### src/ustws_slave_fix.sv
// intentionally empty

### src/ustws_pkg.sv
package ustws_pkg;
    localparam int CNT_W = 4;
    localparam int SR_W = 8;
    localparam logic [3:0] CNT_MAX = 4'hF;
    localparam logic [3:0] CNT_RST = 4'h0;
    localparam logic [7:0] SR_RST = 8'h00;
    localparam int SR_MSB = 7;

    // wire mode field
    localparam logic [1:0] WM_OFF = 2'h0;
    localparam logic [1:0] WM_THREE = 2'h1;
    localparam logic [1:0] WM_TWO = 2'h2;
    localparam logic [1:0] WM_TWO_HOLD = 2'h3;

    // clock select field
    localparam logic [1:0] CS_SW = 2'h0;
    localparam logic [1:0] CS_T0 = 2'h1;
    localparam logic [1:0] CS_EXT_POS = 2'h2;
    localparam logic [1:0] CS_EXT_NEG = 2'h3;

    localparam int CLK_PERIOD_NS = 4;
    localparam int SDA_DLY_MIN_NS = 50;
    localparam int SDA_DLY_MAX_NS = 300;
    localparam int SDA_DLY_CYC = (SDA_DLY_MIN_NS + CLK_PERIOD_NS - 1) / CLK_PERIOD_NS;
    localparam int SDA_DLY_MAX_CYC = SDA_DLY_MAX_NS / CLK_PERIOD_NS;
endpackage

### src/ustws_slave.sv
// Summary of operation
// three-wire slave, positive edge, overflow ends transfer
// no slew limiting, no input noise filter; the code takes a pin level only after two synchronised samples agree
// master makes the clock; slave only stretches
// two-wire data output changes on falling edge
// master checks clock really released after rising
// every bus clock edge counts the counter
// SDA low from bit 7 or port, direction set
// start condition sets the start flag
// after start, hold SCL low from falling edge
// shift SDA in on rising SCL edge
// overflow after eight bits forces SCL low
// unaddressed slave releases SCL, awaits start
// addressed slave acks, counter preloaded with 14
// read direction means the slave drives SDA
// bytes continue one direction until stop/start
// full slave withholds acknowledge of last byte
// SDA delayed 50 to 300 ns for detector
// start detector works only in two-wire mode
// start detection needs no shift clock source
// external clock counts both edges
// overflow pulse chains to timer 0
// writing one clears start flag, releases hold
// overflow flag set on wrap 15 to 0
// stop sets stop flag, cleared by one
// SCL and SDA synchronised before edge detection
module ustws_slave #(
    parameter int SDA_DLY = ustws_pkg::SDA_DLY_CYC
) (
    input wire logic i_sys_clk,
    input wire logic i_rstn,
    input wire logic [1:0] i_wire_mode,
    input wire logic [1:0] i_clock_sel,
    input wire logic i_clk_strobe,
    input wire logic i_t0_match,
    input wire logic i_sr_wr,
    input wire logic [ustws_pkg::SR_W-1:0] i_sr_wdata,
    input wire logic i_cnt_wr,
    input wire logic [ustws_pkg::CNT_W-1:0] i_cnt_wdata,
    input wire logic i_clr_start,
    input wire logic i_clr_ovf,
    input wire logic i_clr_stop,
    input wire logic i_sda_port,
    input wire logic i_sda_dir,
    input wire logic i_scl_port,
    input wire logic i_scl_dir,
    input wire logic i_do_dir,
    input wire logic i_sda_in,
    input wire logic i_scl_in,
    output logic o_sda_out,
    output logic o_sda_oe_n,
    output logic o_scl_out,
    output logic o_scl_oe_n,
    output logic o_do_out,
    output logic o_do_oe_n,
    output logic [ustws_pkg::SR_W-1:0] o_shift_reg,
    output logic [ustws_pkg::CNT_W-1:0] o_count,
    output logic o_start_flag,
    output logic o_ovf_flag,
    output logic o_stop_flag,
    output logic o_collision,
    output logic o_ovf_pulse
);
    import ustws_pkg::*;

    logic rst_s1_q;
    logic rst_n_q;
    logic [2:0] scl_s_q;
    logic [2:0] sda_s_q;
    logic scl_q;
    logic sda_q;
    logic [SDA_DLY:0] sda_pipe_q;
    logic [SR_W-1:0] sr_q;
    logic [CNT_W-1:0] cnt_q;
    logic start_flag_q;
    logic ovf_flag_q;
    logic stop_flag_q;
    logic start_hold_q;
    logic latch_q;
    logic col_q;
    logic ovf_pulse_q;
    logic two_wire;
    logic scl_rise;
    logic scl_fall;
    logic sda_dly;
    logic start_det;
    logic stop_det;
    logic cnt_tick;
    logic shift_tick;
    logic cnt_wrap;
    logic scl_hold;
    logic sda_low;

    always_ff @(posedge i_sys_clk or negedge i_rstn) begin
        if (!i_rstn) begin
            rst_s1_q <= 1'b0;
            rst_n_q <= 1'b0;
        end else begin
            rst_s1_q <= 1'b1;
            rst_n_q <= rst_s1_q;
        end
    end

    // sync plus filter: a pin level is taken only after two synchronised samples agree
    always_ff @(posedge i_sys_clk or negedge rst_n_q) begin
        if (!rst_n_q) begin
            scl_s_q <= 3'h7;
            sda_s_q <= 3'h7;
            scl_q <= 1'b1;
            sda_q <= 1'b1;
        end else begin
            scl_s_q <= {scl_s_q[1:0], i_scl_in};
            sda_s_q <= {sda_s_q[1:0], i_sda_in};
            if (scl_s_q[1] == scl_s_q[2]) begin
                scl_q <= scl_s_q[2];
            end
            if (sda_s_q[1] == sda_s_q[2]) begin
                sda_q <= sda_s_q[2];
            end
        end
    end

    always_ff @(posedge i_sys_clk or negedge rst_n_q) begin
        if (!rst_n_q) begin
            sda_pipe_q <= '1;
        end else begin
            sda_pipe_q <= {sda_pipe_q[SDA_DLY-1:0], sda_q};
        end
    end

    assign two_wire = i_wire_mode[1];
    assign scl_rise = (scl_s_q[2] == scl_s_q[1]) && scl_s_q[2] && !scl_q;
    assign scl_fall = (scl_s_q[2] == scl_s_q[1]) && !scl_s_q[2] && scl_q;
    assign sda_dly = sda_pipe_q[SDA_DLY-1];
    // detector looks only at the wire mode and the pins, not at the shift clock choice
    assign start_det = two_wire && scl_q && sda_pipe_q[SDA_DLY] && !sda_dly;
    assign stop_det = two_wire && scl_q && !sda_pipe_q[SDA_DLY] && sda_dly;

    always_comb begin
        unique case (i_clock_sel)
            CS_SW: begin
                cnt_tick = i_clk_strobe;
                shift_tick = i_clk_strobe;
            end
            CS_T0: begin
                cnt_tick = i_t0_match;
                shift_tick = i_t0_match;
            end
            CS_EXT_POS: begin
                cnt_tick = scl_rise || scl_fall;
                shift_tick = scl_rise;
            end
            CS_EXT_NEG: begin
                cnt_tick = scl_rise || scl_fall;
                shift_tick = scl_fall;
            end
        endcase
    end

    assign cnt_wrap = cnt_tick && !i_cnt_wr && (cnt_q == CNT_MAX);

    // a software write in the same cycle as a clock wins
    always_ff @(posedge i_sys_clk or negedge rst_n_q) begin
        if (!rst_n_q) begin
            sr_q <= SR_RST;
        end else if (i_sr_wr) begin
            sr_q <= i_sr_wdata;
        end else if (shift_tick) begin
            sr_q <= {sr_q[SR_W-2:0], sda_q};
        end
    end

    // preload of 14 before the ack gives a hold after the ack
    always_ff @(posedge i_sys_clk or negedge rst_n_q) begin
        if (!rst_n_q) begin
            cnt_q <= CNT_RST;
        end else if (i_cnt_wr) begin
            cnt_q <= i_cnt_wdata;
        end else if (cnt_tick) begin
            cnt_q <= cnt_q + 4'h1;
        end
    end

    always_ff @(posedge i_sys_clk or negedge rst_n_q) begin
        if (!rst_n_q) begin
            ovf_flag_q <= 1'b0;
            ovf_pulse_q <= 1'b0;
        end else begin
            ovf_pulse_q <= cnt_wrap;
            if (cnt_wrap) begin
                ovf_flag_q <= 1'b1;
            end else if (i_clr_ovf) begin
                ovf_flag_q <= 1'b0;
            end
        end
    end

    // outside two-wire the start flag marks counter increments
    always_ff @(posedge i_sys_clk or negedge rst_n_q) begin
        if (!rst_n_q) begin
            start_flag_q <= 1'b0;
        end else if (start_det || (!two_wire && cnt_tick)) begin
            start_flag_q <= 1'b1;
        end else if (i_clr_start) begin
            start_flag_q <= 1'b0;
        end
    end

    always_ff @(posedge i_sys_clk or negedge rst_n_q) begin
        if (!rst_n_q) begin
            stop_flag_q <= 1'b0;
        end else if (stop_det) begin
            stop_flag_q <= 1'b1;
        end else if (i_clr_stop) begin
            stop_flag_q <= 1'b0;
        end
    end

    // hold begins on the first falling SCL edge after the start
    always_ff @(posedge i_sys_clk or negedge rst_n_q) begin
        if (!rst_n_q) begin
            start_hold_q <= 1'b0;
        end else if (!two_wire || (i_clr_start && !start_det)) begin
            start_hold_q <= 1'b0;
        end else if (start_flag_q && scl_fall) begin
            start_hold_q <= 1'b1;
        end
    end

    // output latch: open while the clock rests at its non-sampling level, so an ack
    // written during a hold reaches the pin before the master releases the clock
    always_ff @(posedge i_sys_clk or negedge rst_n_q) begin
        if (!rst_n_q) begin
            latch_q <= 1'b1;
        end else if (!i_clock_sel[1]) begin
            latch_q <= sr_q[SR_MSB];
        end else if (i_clock_sel[0] ? (scl_rise || scl_q) : (scl_fall || !scl_q)) begin
            latch_q <= sr_q[SR_MSB];
        end
    end

    always_ff @(posedge i_sys_clk or negedge rst_n_q) begin
        if (!rst_n_q) begin
            col_q <= 1'b0;
        end else begin
            col_q <= two_wire && (sr_q[SR_MSB] != sda_q);
        end
    end

    // in two-wire mode the slave never drives SCL high; the master must see it rise
    assign scl_hold = two_wire && (start_hold_q ||
                      ((i_wire_mode == WM_TWO_HOLD) && ovf_flag_q));
    // a one in bit 7, with the SDA port bit high, leaves SDA free, which is how the ack is withheld
    assign sda_low = i_sda_dir && (!latch_q || !i_sda_port);

    always_comb begin
        if (two_wire) begin
            o_sda_out = 1'b0;
            o_sda_oe_n = !sda_low;
            o_scl_out = 1'b0;
            o_scl_oe_n = !(scl_hold || (i_scl_dir && !i_scl_port));
        end else begin
            o_sda_out = i_sda_port;
            o_sda_oe_n = !i_sda_dir;
            o_scl_out = i_scl_port;
            o_scl_oe_n = !i_scl_dir;
        end
    end

    assign o_do_out = latch_q;
    assign o_do_oe_n = !(i_do_dir && (i_wire_mode == WM_THREE));
    assign o_shift_reg = sr_q;
    assign o_count = cnt_q;
    assign o_start_flag = start_flag_q;
    assign o_ovf_flag = ovf_flag_q;
    assign o_stop_flag = stop_flag_q;
    assign o_collision = col_q;
    assign o_ovf_pulse = ovf_pulse_q;
endmodule

### config.mk
export PLATFORM = sky130hd
export DESIGN_NAME = ustws_slave
export DESIGN_NICKNAME = d
export VERILOG_FILES = /design/src/ustws_slave_fix.sv /design/src/ustws_pkg.sv /design/src/ustws_slave.sv
export SDC_FILE = /design/constraint.sdc
export NUM_CORES = 1
export LEC_CHECK = 0
export ABC_AREA = 1
export BUFFER_PORTS_ARGS = -buffer_cell sky130_fd_sc_hd__buf_2
export CORE_ASPECT_RATIO = 1.75
export CORE_MARGIN = 5
export CORE_UTILIZATION = 28
export DETAILED_ROUTE_END_ITERATION = 12
export GPL_ROUTABILITY_DRIVEN = 0
export PLACE_DENSITY = 0.56
export REMOVE_ABC_BUFFERS = 1
export SLEW_MARGIN = 20
export SYNTH_ARGS = -nofsm -noshare
export SYNTH_HDL_FRONTEND = slang
export SYNTH_SLANG_ARGS = --single-unit
### constraint.sdc
create_clock -name i_sys_clk -period 1.57 [get_ports i_sys_clk]
set_clock_uncertainty 0.2 [all_clocks]
set_input_delay 0.157 -clock i_sys_clk [delete_from_list [all_inputs] [get_ports i_sys_clk]]
set_output_delay 0.157 -clock i_sys_clk [all_outputs]
set_load 0.01 [all_outputs]
==> summary.txt <==
Routing
  – Post-route DRC: 0
  – Vias: 1456
  – Drt wl/cell: 11.6 um
  – Pre-Repair DR Iteration Count: 5
  – Post-Route WL: 3.93 mm
  – Initial DRC Count: 51
  – DR vias/cell: 4.29
  – Post-route antenna net violation count: 0

Floorplanning
  – Row count: 39
  – Initial cell density of the core: 0.285
  – Die width: 71.5 um
  – Die area: 8400 um^2
  – I/O pins: 55
  – Core ar.: 6490 um^2
  – Die span in y: 118 um

Logic synthesis
  – Ys async rst share: 1.00
  – Syn Inst Count: 180
  – Mean Syn Cell Area: 10.3 um^2
  – Mux share of post-synthesis cell area: 0.0487
  – Dominant synthesized flop cell: dfstp_2
  – Post-Syn Area: 1850 um^2
  – Complex-gate fraction of the synthesized area: 0.0446
  – Synth top area cells: dfstp_2 33%, dfrtp_1 27%, nand2_1 10%
  – Post-synthesis sequential area ratio: 0.597
  – Top-count cell post-synth: nand2_1
  – Post-synthesis adder-cell area fraction: 0.0257
  – Yosys reg bits: 43
  – Post-synth top area share: 0.327
  – Number of synthesized flops with an enable pin: 0
  – Largest family of logic cells by synthesized area: simple AND/OR/NAND/NOR gates
  – Yosys warnings: 0
  – Distinct cells, synth: 26
  – Area leader, netlist: dfstp_2
  – Simple-gate portion of the synthesized area: 0.224
  – Synth Area in XOR/XNOR: 0.00473
  – List of most frequent post-synthesis cells: 51 x nand2_1, 23 x dfstp_2, 20 x dfrtp_1, 20 x inv_1, 13 x nand4_1

Clock tree
  – H-Tree Depth: 2
  – Clk sink count: 43
  – Maximum buffer depth of the clock tree: 2
  – Root buf cell: clkbuf_16
  – CTS tree: built
  – Total CTS buffers: 5
  – Clk Latency, worst-skew pair: 280 ps
  – Clock transition at path regs: 60 ps

Global routing
  – Vias in the first global route: 1447
  – Tot GR Track Use: 0.0995
  – First-pass GRT wire length: 6.67 mm
  – Grt total ovfl: 0
  – Antenna violations before repair: 0
  – Largest net degree at the start of global routing: 42

Run status
  – Status: finished with violations
  – Failing checks: setup timing

Worst setup path
  – Cells on worst reg2reg path: 7
  – WP data arrival: 1570 ps
  – WP data required: 1540 ps
  – CP max FO: 4
  – Worst Setup End Kind: register
  – Critical path class: register to register
  – Startpoint Class: register

Placed design
  – IO Port Bufs: 54
  – Dpl hpwl: 2.87 mm
  – Placed insts: 319

STA
  – Minimum clock period: 1600 ps
  – Hold WS: 1.53 ps
  – Setup-failing EPs final: 12
  – Setup ws final: -27.8 ps
  – Max Clk Rate: 626 MHz
  – Fin. Hold Viols: 0
  – Fin crit share: 1.02
  – RSZ-0062 raised after global routing: true
  – Fin. max-slew vios: 0

Finish
  – Non-filler cells, final: 339
  – Diode count: 0
  – Layout area overhead: 39.1%
  – Max FFs per register: 14
  – Layout cells sized above 1: 0.451
  – Nets: 291

Job
  – Max-cap violations: 0

Worst hold path
  – Hold/Removal Path Class: input port to register
  – Hold path depth: 4

Power
  – Switch share: 0.259
  – Int Pwr: 2.20 mW
  – Pwr dens: 1150 nW/um^2
  – Combinational cell fraction of total power: 0.166
  – Sequential share of power: 0.467
  – Leak: 1.29 nW
  – Switch Pwr: 767 uW
  – Clk pwr share: 0.367
  – Worst vdd ir: 0.00102 V
-- logic make-up (layout without fill, tap and decap cells) --
group | after synthesis | after routing
simple gates | 85 | 85
flops | 43 | 43
other cells | 1 | 1
buf+inv | 24 | 101
fa+ha+maj | 4 | 4
mux | 8 | 8
compound gates | 14 | 14
xor+xnor | 1 | 1
-- cell type report --
class                   instances  area (um^2)
fillers                       631         3920
flip-flops and latches         43         1110
multi-input cells             113          683
repair buffers                 71          439
clock buffers                   7          154
well taps                      82          103
inverters                      22         82.6
clock inverters                 1         6.26
-- timing repair --
action,CTS,global route
resized for setup,10,1
buffers inserted,1,1
setup endpoints to repair,14,16
hold endpoints to repair,11,0
pin swaps,7,2
hold buffers,10,0
-- metrics by stage --
step	util	setup TNS (ps)	power [mW]	worst slack (ps)	instance area, um^2
after floorplan	-	-325	1.64	-40.6	1830
after global placement	0.348	-358	1.86	-53.4	2260
after detailed placement	0.348	-599	1.87	-90.7	2260
after CTS	0.395	-483	3.01	-56.7	2570
after global routing	0.397	-1350	3.13	-113	2570
final	0.397	-181	2.96	-27.8	2570
-- layout by cell type, fill, tap and decap left out, drive strengths merged --
cell type / instances
a21oi: 4
buf: 61
clkbuf: 7
conb: 1
dfrtp: 20
dfstp: 23
dlygate4sd3: 10
ha: 3
inv: 23
maj3: 1
mux2: 8
nand2: 52
nand3: 10
nand3b: 1
nand4: 14
nor2: 8
o21ai: 9
o22ai: 1
xnor2: 1
-- power groups by stage --
stage | Sequential [mW] | Combinational (mW) | Clock (mW)
6_report | 1.38 | 0.491 | 1.09
5_1_grt | 1.41 | 0.557 | 1.17
4_1_cts | 1.39 | 0.498 | 1.12
3_5_place_dp | 1.40 | 0.462 | 0
3_3_place_gp | 1.40 | 0.459 | 0
2_1_floorplan | 1.42 | 0.216 | 0
-- worst max-delay path, cell delays in order, from the launching register on --
cell and delay (ps):
dfstp_2 550, ha_2 210, inv_1 40, nand2_1 90, nand3_2 100, buf_4 160, nand4_1 80, nand2_1 60
-- per-layer routing --
metal  GRT usage  up-vias  routed length, um
met2       0.156       44               1910
li1            -      740                  -
met1       0.124      668               1660
met3      0.0308        4                289
met5           0        -                  0
met4      0.0424        0                 72
-- worst paths after layout --
path	startpoint	end	slack, ps
max	scl_s_q[1]	o_count[1]	-30
min	i_sr_wdata[2]	o_shift_reg[2]	2
max reg2reg	scl_s_q[1]	o_count[1]	-30
min reg2reg	rst_n_q	o_stop_flag	30
max in group asynchronous	i_rstn	rst_n_q	500
min in group asynchronous	rst_n_q	o_stop_flag	30
Note: power is estimated with default switching activity, not from simulation.
